<file path="src/remote_front_end_defines.svh">
// Notes on behaviour
// RULE1: Contact inputs ignored unless remote enable on
// RULE2: Remote enable disables local start button
// RULE3: Locked start press: message, alarm, no change
// RULE4: After error, reset button or on/off resets
// RULE5: On/off contact starts or stops selected program
// RULE6: Select one, two, or both gives slot three
// RULE7: Serial framing 9600 baud, 8N1
// RULE8: No handshake lines; never wait before sending
// RULE9: Every received character accepted or rejected
// RULE10: Accepted characters echoed back unchanged
// RULE11: Errors answered with single byte 15h
// RULE12: Host ends each command with 0Ah
// RULE13: Three wires only: receive, transmit, ground
// RULE14: Host crosses transmit and receive lines
// RULE15: Buffer characters, hand over on line feed
// RULE16: Debounce, synchronise, latch select on edge
`ifndef REMOTE_FRONT_END_DEFINES_SVH
`define REMOTE_FRONT_END_DEFINES_SVH
// Clock rate and timing figures in their own units
`define CLK_HZ 200000000
`define BAUD_RATE 9600
`define DEBOUNCE_MS 10
`define MESSAGE_MS 1000
// Derived cycle counts, rounded down
`define BIT_CYCLES (`CLK_HZ / `BAUD_RATE)
`define DEBOUNCE_CYCLES ((`CLK_HZ / 1000) * `DEBOUNCE_MS)
`define MESSAGE_CYCLES ((`CLK_HZ / 1000) * `MESSAGE_MS)
// Character codes
`define CHAR_LF 8'h0a
`define CHAR_NAK 8'h15
`define CHAR_ASCII_TOP 8'h80
// Command buffer
`define CMD_DEPTH 32
`define CMD_LEN_W 6
// Slot codes
`define SLOT_ONE 2'h1
`define SLOT_TWO 2'h2
`define SLOT_THREE 2'h3
// Reset value of the synchroniser: line idle high, contacts open
`define SYNC_RST 4'h8
// Serial frame: start, eight data, stop
`define DATA_BITS 3'h7
`define FRAME_LAST 4'h9
`endif

</file>
<file path="src/remote_front_end_pkg.sv">
package remote_front_end_pkg;
  // Receive sequencer states
  typedef enum logic [3:0] {
    RX_IDLE = 4'b0001,
    RX_START = 4'b0010,
    RX_DATA = 4'b0100,
    RX_STOP = 4'b1000
  } rx_state_t;
  // Transmit sequencer states
  typedef enum logic [1:0] {
    TX_IDLE = 2'b01,
    TX_SHIFT = 2'b10
  } tx_state_t;
  typedef logic [7:0] byte_t;
endpackage : remote_front_end_pkg

</file>
<file path="src/remote_front_end.sv">
`timescale 1ns/100ps
`default_nettype none
`include "remote_front_end_defines.svh"
module remote_front_end
  import remote_front_end_pkg::*;
#(
  parameter int unsigned BIT_CYCLES = `BIT_CYCLES,
  parameter int unsigned DEBOUNCE_CYCLES = `DEBOUNCE_CYCLES,
  parameter int unsigned MESSAGE_CYCLES = `MESSAGE_CYCLES
) (
  input wire logic clk,
  input wire logic srst,
  input wire logic contact_remote_enable,
  input wire logic start_button,
  input wire logic reset_button,
  input wire logic error_active,
  input wire logic onoff_contact,
  input wire logic select_one_contact,
  input wire logic select_two_contact,
  input wire logic rxd,
  output logic txd,
  output logic local_start,
  output logic start_lockout,
  output logic remote_lockout_message,
  output logic alarm,
  output logic program_start,
  output logic program_stop,
  output logic [1:0] selected_slot,
  output logic system_reset,
  output logic cmd_valid,
  output logic [`CMD_LEN_W-1:0] cmd_len,
  output logic [8*`CMD_DEPTH-1:0] cmd_string
);

  localparam int unsigned HALF_CYCLES = BIT_CYCLES / 2;

  // Select contacts to slot code; both closed means slot three
  function automatic logic [1:0] slot_of(input logic [1:0] sel);
    slot_of = (sel == 2'h3) ? `SLOT_THREE : ((sel == 2'h2) ? `SLOT_TWO : `SLOT_ONE);
  endfunction : slot_of

  //////////////////////////////////////////////////////////////////////////////
  // Input synchronisers and debouncers
  //////////////////////////////////////////////////////////////////////////////
  logic [3:0] sync1_reg; // First stage, read only by second
  logic [3:0] sync2_reg; // Clean copies
  logic [2:0] db_vec; // Debounced contacts: {sel2, sel1, onoff}

  // Two flops on the receive line and the three contact lines
  always_ff @(posedge clk) begin
    if (srst) begin
      sync1_reg <= `SYNC_RST;
      sync2_reg <= `SYNC_RST;
    end else begin
      sync1_reg <= {rxd, select_two_contact, select_one_contact, onoff_contact}; // RULE16
      sync2_reg <= sync1_reg;
    end
  end

  // Dry contacts bounce for milliseconds; require a stable level first
  genvar gi;
  generate
    for (gi = 0; gi < 3; gi++) begin : g_db
      logic db_reg;
      logic db_next;
      logic [31:0] cnt_reg;
      logic [31:0] cnt_next;
      // Count while the line disagrees with the accepted level
      always_comb begin
        db_next = db_reg;
        cnt_next = 32'h0;
        if (sync2_reg[gi] != db_reg) begin
          if (cnt_reg >= DEBOUNCE_CYCLES - 1) begin
            db_next = sync2_reg[gi]; // RULE16
          end else begin
            cnt_next = cnt_reg + 32'h1;
          end
        end
      end
      always_ff @(posedge clk) begin
        if (srst) begin
          db_reg <= 1'b0;
          cnt_reg <= 32'h0;
        end else begin
          db_reg <= db_next;
          cnt_reg <= cnt_next;
        end
      end
      assign db_vec[gi] = db_reg;
    end
  endgenerate

  //////////////////////////////////////////////////////////////////////////////
  // Contact-closure control
  //////////////////////////////////////////////////////////////////////////////
  logic [2:0] db_prev_reg; // Previous debounced levels
  logic [1:0] slot_reg, slot_next; // Latched program slot
  logic start_reg, start_next;
  logic stop_reg, stop_next;
  logic sreset_reg, sreset_next;
  logic local_reg, local_next;
  logic lockout_reg, lockout_next;
  logic onoff_rise, onoff_fall, sel_rise;

  assign onoff_rise = db_vec[0] & ~db_prev_reg[0];
  assign onoff_fall = ~db_vec[0] & db_prev_reg[0];
  assign sel_rise = |(db_vec[2:1] & ~db_prev_reg[2:1]);

  // Next values of the contact outputs
  always_comb begin
    slot_next = slot_reg;
    start_next = 1'b0;
    stop_next = 1'b0;
    // Select and on/off closures count only with remote enabled
    if (contact_remote_enable) begin // RULE1
      // Latch on a closing edge; a late second contact upgrades to three
      if (sel_rise) begin
        slot_next = slot_of(db_vec[2:1]); // RULE6
      end
      // Maintained contact: close runs, open stops; not during an error
      if (!error_active) begin
        start_next = onoff_rise; // RULE5
        stop_next = onoff_fall; // RULE5
      end
    end
    // Error clears by panel reset or by operating the on/off contact
    sreset_next = error_active &
      (reset_button | (contact_remote_enable & (onoff_rise | onoff_fall))); // RULE4
    // Panel start passes only while remote enable is off
    local_next = start_button & ~contact_remote_enable; // RULE2
    lockout_next = contact_remote_enable; // RULE2
  end

  always_ff @(posedge clk) begin
    if (srst) begin
      db_prev_reg <= 3'h0;
      slot_reg <= `SLOT_ONE;
      start_reg <= 1'b0;
      stop_reg <= 1'b0;
      sreset_reg <= 1'b0;
      local_reg <= 1'b0;
      lockout_reg <= 1'b0;
    end else begin
      db_prev_reg <= db_vec;
      slot_reg <= slot_next;
      start_reg <= start_next;
      stop_reg <= stop_next;
      sreset_reg <= sreset_next;
      local_reg <= local_next;
      lockout_reg <= lockout_next;
    end
  end

  //////////////////////////////////////////////////////////////////////////////
  // Lockout message and alarm
  //////////////////////////////////////////////////////////////////////////////
  logic msg_reg, msg_next;
  logic [31:0] msg_cnt_reg, msg_cnt_next;

  // A locked press only shows the message; nothing else changes state
  always_comb begin
    msg_next = msg_reg;
    msg_cnt_next = msg_cnt_reg;
    if (start_button && contact_remote_enable) begin
      msg_next = 1'b1; // RULE3
      msg_cnt_next = 32'h0;
    end else if (msg_reg) begin
      if (msg_cnt_reg >= MESSAGE_CYCLES - 1) begin
        msg_next = 1'b0; // RULE3
      end else begin
        msg_cnt_next = msg_cnt_reg + 32'h1;
      end
    end
  end

  always_ff @(posedge clk) begin
    if (srst) begin
      msg_reg <= 1'b0;
      msg_cnt_reg <= 32'h0;
    end else begin
      msg_reg <= msg_next;
      msg_cnt_reg <= msg_cnt_next;
    end
  end

  //////////////////////////////////////////////////////////////////////////////
  // Serial receiver
  //////////////////////////////////////////////////////////////////////////////
  rx_state_t rx_state_reg, rx_state_next;
  logic [31:0] rx_cnt_reg, rx_cnt_next;
  logic [2:0] rx_idx_reg, rx_idx_next;
  byte_t rx_shift_reg, rx_shift_next;
  byte_t rx_byte_reg, rx_byte_next;
  logic rx_done_reg, rx_done_next; // One-cycle pulse per character
  logic rx_ferr_reg, rx_ferr_next; // Stop bit was low
  logic rxs;

  assign rxs = sync2_reg[3];

  // Sample mid-bit; no modem lines are looked at
  always_comb begin
    rx_state_next = rx_state_reg;
    rx_cnt_next = rx_cnt_reg + 32'h1;
    rx_idx_next = rx_idx_reg;
    rx_shift_next = rx_shift_reg;
    rx_byte_next = rx_byte_reg;
    rx_done_next = 1'b0;
    rx_ferr_next = rx_ferr_reg;
    case (rx_state_reg)
      RX_IDLE: begin
        rx_cnt_next = 32'h0;
        if (!rxs) begin
          rx_state_next = RX_START;
        end
      end
      RX_START: begin
        // A glitch shorter than half a bit is not a start bit
        if (rx_cnt_reg >= HALF_CYCLES - 1) begin
          rx_cnt_next = 32'h0;
          rx_idx_next = 3'h0;
          rx_state_next = rxs ? RX_IDLE : RX_DATA;
        end
      end
      RX_DATA: begin
        if (rx_cnt_reg >= BIT_CYCLES - 1) begin
          rx_cnt_next = 32'h0;
          rx_shift_next = {rxs, rx_shift_reg[7:1]}; // RULE7
          rx_idx_next = rx_idx_reg + 3'h1;
          if (rx_idx_reg == `DATA_BITS) begin
            rx_state_next = RX_STOP;
          end
        end
      end
      RX_STOP: begin
        if (rx_cnt_reg >= BIT_CYCLES - 1) begin
          rx_byte_next = rx_shift_reg;
          rx_ferr_next = ~rxs; // RULE7
          rx_done_next = 1'b1;
          rx_state_next = RX_IDLE;
        end
      end
      default: rx_state_next = RX_IDLE;
    endcase
  end

  always_ff @(posedge clk) begin
    if (srst) begin
      rx_state_reg <= RX_IDLE;
      rx_cnt_reg <= 32'h0;
      rx_idx_reg <= 3'h0;
      rx_shift_reg <= 8'h00;
      rx_byte_reg <= 8'h00;
      rx_done_reg <= 1'b0;
      rx_ferr_reg <= 1'b0;
    end else begin
      rx_state_reg <= rx_state_next;
      rx_cnt_reg <= rx_cnt_next;
      rx_idx_reg <= rx_idx_next;
      rx_shift_reg <= rx_shift_next;
      rx_byte_reg <= rx_byte_next;
      rx_done_reg <= rx_done_next;
      rx_ferr_reg <= rx_ferr_next;
    end
  end

  //////////////////////////////////////////////////////////////////////////////
  // Accept decision and command buffer
  //////////////////////////////////////////////////////////////////////////////
  byte_t mem_reg [`CMD_DEPTH];
  byte_t mem_next [`CMD_DEPTH];
  logic [`CMD_LEN_W-1:0] len_reg, len_next; // Characters held
  logic [`CMD_LEN_W-1:0] out_len_reg, out_len_next;
  logic valid_reg, valid_next;
  logic accept; // Framing, overflow and non-ASCII are rejected
  logic is_lf;

  assign is_lf = (rx_byte_reg == `CHAR_LF);
  assign accept = ~rx_ferr_reg & (is_lf |
    ((rx_byte_reg < `CHAR_ASCII_TOP) && (len_reg < `CMD_DEPTH))); // RULE9

  // Store accepted text; line feed hands the string over and empties
  always_comb begin
    mem_next = mem_reg;
    len_next = len_reg;
    out_len_next = out_len_reg;
    valid_next = 1'b0;
    if (rx_done_reg && accept) begin
      if (is_lf) begin
        valid_next = 1'b1; // RULE15
        out_len_next = len_reg;
        len_next = '0;
      end else begin
        mem_next[len_reg[`CMD_LEN_W-2:0]] = rx_byte_reg; // RULE15
        len_next = len_reg + 1'b1;
      end
    end
  end

  always_ff @(posedge clk) begin
    if (srst) begin
      for (int i = 0; i < `CMD_DEPTH; i++) begin
        mem_reg[i] <= 8'h00;
      end
      len_reg <= '0;
      out_len_reg <= '0;
      valid_reg <= 1'b0;
    end else begin
      mem_reg <= mem_next;
      len_reg <= len_next;
      out_len_reg <= out_len_next;
      valid_reg <= valid_next;
    end
  end

  generate
    for (gi = 0; gi < `CMD_DEPTH; gi++) begin : g_flat
      assign cmd_string[8*gi +: 8] = mem_reg[gi];
    end
  endgenerate

  //////////////////////////////////////////////////////////////////////////////
  // Serial transmitter: echo or refusal
  //////////////////////////////////////////////////////////////////////////////
  tx_state_t tx_state_reg, tx_state_next;
  logic [31:0] tx_cnt_reg, tx_cnt_next;
  logic [3:0] tx_idx_reg, tx_idx_next;
  logic [9:0] tx_shift_reg, tx_shift_next;
  logic pend_reg, pend_next; // One character waiting to go out
  byte_t pend_byte_reg, pend_byte_next;
  logic txd_reg, txd_next;

  // Sends without waiting on anything; one holding slot covers a
  // character arriving while the previous answer is still going out
  always_comb begin
    tx_state_next = tx_state_reg;
    tx_cnt_next = tx_cnt_reg + 32'h1;
    tx_idx_next = tx_idx_reg;
    tx_shift_next = tx_shift_reg;
    pend_next = pend_reg;
    pend_byte_next = pend_byte_reg;
    case (tx_state_reg)
      TX_IDLE: begin
        tx_cnt_next = 32'h0;
        if (pend_reg) begin // RULE8
          tx_shift_next = {1'b1, pend_byte_reg, 1'b0}; // RULE7
          tx_idx_next = 4'h0;
          pend_next = 1'b0;
          tx_state_next = TX_SHIFT;
        end
      end
      TX_SHIFT: begin
        if (tx_cnt_reg >= BIT_CYCLES - 1) begin
          tx_cnt_next = 32'h0;
          tx_shift_next = {1'b1, tx_shift_reg[9:1]};
          tx_idx_next = tx_idx_reg + 4'h1;
          if (tx_idx_reg == `FRAME_LAST) begin
            tx_state_next = TX_IDLE;
          end
        end
      end
      default: tx_state_next = TX_IDLE;
    endcase
    // New answer wins over the slot being emptied
    if (rx_done_reg) begin
      pend_next = 1'b1;
      pend_byte_next = accept ? rx_byte_reg : `CHAR_NAK; // RULE10 RULE11
    end
    txd_next = (tx_state_next == TX_SHIFT) ? tx_shift_next[0] : 1'b1;
  end

  always_ff @(posedge clk) begin
    if (srst) begin
      tx_state_reg <= TX_IDLE;
      tx_cnt_reg <= 32'h0;
      tx_idx_reg <= 4'h0;
      tx_shift_reg <= 10'h3ff;
      pend_reg <= 1'b0;
      pend_byte_reg <= 8'h00;
      txd_reg <= 1'b1;
    end else begin
      tx_state_reg <= tx_state_next;
      tx_cnt_reg <= tx_cnt_next;
      tx_idx_reg <= tx_idx_next;
      tx_shift_reg <= tx_shift_next;
      pend_reg <= pend_next;
      pend_byte_reg <= pend_byte_next;
      txd_reg <= txd_next;
    end
  end

  // Outputs from flops
  assign txd = txd_reg; // RULE13
  assign local_start = local_reg;
  assign start_lockout = lockout_reg;
  assign remote_lockout_message = msg_reg;
  assign alarm = msg_reg;
  assign program_start = start_reg;
  assign program_stop = stop_reg;
  assign selected_slot = slot_reg;
  assign system_reset = sreset_reg;
  assign cmd_valid = valid_reg;
  assign cmd_len = out_len_reg;
endmodule : remote_front_end
`default_nettype wire

</file>
<file path="config.mk">
export PLATFORM = sky130hd
export DESIGN_NAME = remote_front_end
export DESIGN_NICKNAME = d
export VERILOG_FILES = /design/src/remote_front_end_pkg.sv /design/src/remote_front_end.sv
export VERILOG_INCLUDE_DIRS = /design/src
export SDC_FILE = /design/constraint.sdc
export NUM_CORES = 1
export LEC_CHECK = 0
export BUFFER_PORTS_ARGS = -buffer_cell sky130_fd_sc_hd__buf_2
export CAP_MARGIN = 10
export CORE_MARGIN = 5
export CORE_UTILIZATION = 45
export CTS_BUF_LIST = sky130_fd_sc_hd__clkbuf_4
export CTS_CLUSTER_SIZE = 8
export DETAILED_ROUTE_END_ITERATION = 8
export PLACE_DENSITY_LB_ADDON = 0.08
export SLEW_MARGIN = 20
export SYNTH_ARGS = -nofsm -noshare
export SYNTH_HDL_FRONTEND = slang
export SYNTH_SLANG_ARGS = --single-unit
</file>
<file path="constraint.sdc">
create_clock -name clk -period 2.65 [get_ports clk]
set_input_delay 0.53 -clock clk [delete_from_list [all_inputs] [get_ports clk]]
set_output_delay 0.53 -clock clk [all_outputs]
set_load 0.05 [all_outputs]
</file>
# == Word-level counts from Yosys, hierarchy flattened ==
# Index checks and enable logic that the tools add are counted.
# word_totals
mem_count,0
register_bits,534
ramBits,0
rom_bits,0
word_cells,201
latch_bits,0
out_inout_bits,273
inputBits,10
# op_classes
n_bitwise,25
n_eq_ne,22
n_lt_le_gt_ge,11
muxes,39
n_addsub,9
shifts,0
multipliers,0
div_mod_pow,0
n_reduce_logical,28
# op_table
operator,n
$bwmux 256,1
$add 32x1->32 const B,6
$ge 32x21->1 const B,3
$mux 32,3
$pmux 32 s3,1
$ge 32x15->1 const B,2
$pmux 32 s2,1
$demux 8 s5,1
$ge 32x14->1 const B,1
$ge 32x28->1 const B,1
$mux 4,7
$mux 10,2
$pmux 10 s2,1
$reduce_and 2->1,9
$mux 8,2
$pmux 4 s4,1
$ne 2x2->1 const B,7
$not 1->1,13
$reduce_or 3->1,4
$mux 2,5
$reduce_or 2->1,5
$mux 3,3
$eq 2x2->1 const B,4
$eq 4x4->1 const B,2
28 further kinds,49

# == Depth between registers and ports, before layout ==
# depth
depth_word,7
mapped_depth,8
ltp_nobuf,7

# == Worst setup path after synthesis ==
# No wires, ideal clock.
# synth_path
kind,register to register
start,register msg_reg (netlist: alarm)
end,register msg_cnt_reg[21]
arrival_ns,2.172
path_buffers,1
period_less_slack_ns,2.243
path_stages_with_launch,7
slack_ns,0.407
path_cell_list,dfxtp_1 -> a21boi_0 -> nand3_1 -> or4_1 -> clkbuf_1 -> or4_1 -> a21oi_1
# synth_via
elab_chain_cells,1
# synth_lines
element,line_no,rtl
from (decl),remote_front_end.sv:157,"logic msg_reg, msg_next;"
from (signal assigned),remote_front_end.sv:181,msg_reg <= msg_next;
$reduce_and 2->1 (no line),-,
to (signal assigned),remote_front_end.sv:182,msg_cnt_reg <= msg_cnt_next;
to (decl),remote_front_end.sv:158,"logic [31:0] msg_cnt_reg, msg_cnt_next;"
# No other way between the ends.
# A chain may end at the register's enable or synchronous reset.

# == Worst setup path after layout ==
# layout_path
start,register rx_byte_reg[7]
end,"register mem_reg, in the netlist cmd_string[223]"
# layout_via
elab_chain_cells,6
# layout_lines
element,line_no,rtl
from (decl),remote_front_end.sv:193,"byte_t rx_byte_reg, rx_byte_next;"
from (signal assigned),remote_front_end.sv:260,rx_byte_reg <= rx_byte_next;
$lt 8x8->1 (no line),-,
$logic_and 1x1->1,remote_front_end.sv:279,((rx_byte_reg < `CHAR_ASCII_TOP) && (len_reg < `CMD_DEPTH)));
$or 1x1->1,remote_front_end.sv:278,assign accept = ~rx_ferr_reg & (is_lf |
$and 1x1->1,remote_front_end.sv:278,
$logic_and 1x1->1,remote_front_end.sv:287,if (rx_done_reg && accept) begin
$reduce_and 2->1 (no line),-,
to (signal assigned),remote_front_end.sv:308,mem_reg <= mem_next;
to (decl),remote_front_end.sv:269,byte_t mem_reg [`CMD_DEPTH];
# Several ways; a longest one is shown, not always the timed one.

==> results.py <==
metrics = {
    "worst_setup_path": {
        "worst-path-buf-inv": 1,
        "path_delay_family": "simple AND/OR/NAND/NOR gates",
        "setup.worst_path.end_class": "flip-flop",
        "path_depth": 5,
        "worstPathCellList": "or4b_1, a211oi_4, buf_12, nand2_1, and3b_1",
        "critical_path_class": "reg2reg",
        "register_to_register_setup_slack_ns": 0.21,
        "regToRegStartpoint": "rx_byte_reg[7]",
        "critical_path.startpoint_type": "flip-flop",
        "critical_path_data_arrival_time_ns": 3.27,
        "reg2regPathDepth": 5,
        "timing.rr.end": "cmd_string[223]",
        "critical_path.max_stage_delay_ns": 0.77,
        "cp_slowest_cell": "or4b_1",
        "worst-endpoint-required_ns": 3.49,
        "critical_path.max_fanout": 59,
    },
    "sta": {
        "postLayoutSetupSlackWorst_ns": 0.215,
        "max_freq_mhz": 411,
        "timing.final.max_slew_violations": 0,
        "setup_total_negative_slack_ns": 0,
        "period_share": 0.919,
        "worst_slew_pin_slew_ns": 0.803,
        "clock_skew_ns": 0.0368,
        "rsz0062_at_grt": "false",
        "timing.final.crit_period_ns": 2.44,
        "max-slew-margin-rel": 0.463,
        "setup_viol": 0,
        "final_hold_viol_count": 0,
    },
    "worst_hold_path": {
        "hold_path.class": "in2reg",
        "timing.hold.worst_endpoint": "sync1_reg[3]",
        "holdCritStartpoint": "rxd",
        "hold_path_depth": 3,
    },
    "detailed_routing": {
        "drt_iter0_drc": 1255,
        "drc": 0,
        "detail_route.wl_per_cell_microns": 16.7,
        "dr_total_vias": 19221,
        "route.final.wire_length_microns": 59100,
        "route.antenna.remaining_nets": 0,
        "dr.pass1.iters": 6,
        "via_per_inst": 5.44,
    },
    "logic_synthesis": {
        "ys_warn_count": 0,
        "ys.flop_type": "dfxtp_1",
        "synth-seq-area-share": 0.495,
        "ys_seq_elements": 534,
        "netlist_area_sq_mm": 0.0216,
        "post_synth.cell_area_avg_sq_um": 8.74,
        "syn-instance-count": 2470,
        "async_reset_ff_frac": 0,
        "synth_edf_count": 0,
        "ys_top_cells_by_area": "dfxtp_1, nand3_1, a21oi_1, nand2_1, a2111oi_0",
        "synthTopCellsByCount": "dfxtp_1, nand3_1, nand2_1",
        "synth_cell_type_count": 72,
        "synthMostInstantiatedCell": "dfxtp_1",
        "yosys.area.top_type_share": 0.495,
        "synth.largest_area_cell": "dfxtp_1",
    },
    "status": {
        "run_status": "complete, no violations",
    },
    "floorplan": {
        "initial_cell_density_of_the_core": 0.453,
        "i_o_pin_total": 283,
        "std_cell_rows": 80,
        "chipWidth_microns": 229,
        "design.die.area_sq_mm": 0.0525,
        "dieHeight_microns": 229,
        "core_area_sq_mm": 0.0476,
    },
    "power_and_ir_drop": {
        "power.density_mw_per_mm2": 617,
        "power.static_leakage_nw": 9.78,
        "irDropWorstVdd_v": 0.000349,
        "total_power_mw": 15.9,
    },
    "clock_network": {
        "clk_transition_reported_paths_ns": 0.06,
        "cts_buffer_depth": 3,
        "clock_tree.htree_level_count": 4,
        "ctsRootBufferMaster": "clkbuf_4",
        "clk-insertion-delay-late_ns": 0.96,
        "numCtsBuffers": 147,
        "cts_tree": "done",
        "count_of_instances_resized_after_the_clock_tree_is_built": 0,
        "tritoncts_num_sinks": 534,
        "post_cts.repair.setup_buffers": 0,
    },
    "layout": {
        "area_delta_synth_final_pct": 19.3,
        "layout-drive-gt1-share": 0.220,
        "finish.instance_area_sq_mm": 0.0258,
        "regArea_sq_mm": 0.0107,
        "largest_register_ff_count": 256,
        "multi_input_comb_area_sq_mm": 0.0101,
        "layout_net_count": 2852,
        "layout.filler_cells": 4539,
    },
    "global_routing": {
        "antenna_found_initial": 1,
        "grt_pass1_vias": 18248,
        "grt_start_max_net_pins": 143,
        "grt-ovfl-total": 0,
        "grt_first_pass_wirelength_microns": 94800,
        "track_usage": 0.217,
    },
    "flow_run": {
        "cap_violations": 0,
    },
    "placement": {
        "gp_routability_congestion": 0.801,
        "port_buffers": 282,
        "place_ws_ns": 0.261,
        "placed_area_sq_mm": 0.0238,
        "dp.final_hpwl_microns": 37500,
    },
}
==> what timing repair did <==
item                       4_1_cts  5_1_grt
hold endpoints to repair        44        0
setup endpoints to repair        0        0
hold buffers                    13        0
==> worst max path at each step <==
| stage | slack [ns] | from | endpoint |
|---|---|---|---|
| floorplan | 0.41 | alarm | msg_cnt_reg[21] |
| global placement | 0.18 | g_db[0].cnt_reg[0] | g_db[0].cnt_reg[2] |
| detailed placement | 0.26 | rx_byte_reg[7] | cmd_string[218] |
| CTS | 0.25 | rx_byte_reg[7] | cmd_string[223] |
| global route | 0.10 | rx_state_reg[1] | rx_cnt_reg[26] |
| finish | 0.21 | rx_byte_reg[7] | cmd_string[223] |
==> worst min-delay path: cells and delay by family <==
family | cells | cell delay, ns
buffers and inverters | 2 | 0.60
and+or+nand+nor | 1 | 0.08
==> stage by stage <==
stage,std cells,hold WS [ns],util
after floorplan,2502,0.389,-
after global placement,3275,0.407,0.499
after global routing,3536,0.231,0.541
final,3536,0.309,0.541
after detailed placement,3275,0.404,0.499
after CTS,3535,0.163,0.541
==> layout by cell type, fill, tap and decap left out, types with 48 or more instances in the layout <==
master and count:
buf_2 281, a21oi_1 292, inv_1 48, buf_4 61, clkbuf_4 217, xor2_1 61
nor2_1 90, a2111oi_0 63, nand2_1 306, dfxtp_1 527, xnor2_1 62, nand3_1 312
==> routing by layer <==
metal  part of all wire  track usage  vias to the layer above
li1                   -            -                     9550
met1               0.44        0.279                     9080
met2               0.47        0.346                      480
met3              0.060       0.0607                      111
met4              0.028       0.0848                        0
met5                  0            0                        -
==> cell type report <==
cell class | instances | share of cell area
inverter | 48 | 0.00699
clock inverter | 30 | 0.00879
clock buffer | 217 | 0.0632
timing repair buffer | 364 | 0.0842
multi-input combinational | 1727 | 0.391
antenna | 1 | 0.0000971
sequential | 534 | 0.415
tap | 615 | 0.0299
==> power by group <==
group / internal [mW] / switching [mW]
Combinational: 0.101 / 0.228
Sequential: 8.09 / 0.0312
Clock: 4.10 / 3.35
==> cell families after synthesis <==
family	after synthesis	synth area share
XOR/XNOR	123	0.0499
adder cells (fa/ha/maj)	20	0.0116
multiplexers	13	0.00602
buffers and inverters	241	0.0459
flip-flops	534	0.495
AND/OR/NAND/NOR	1031	0.245
AO/OA/AOI/OAI	507	0.147
other	1	0.000174
(Power assumes the default switching activity.)
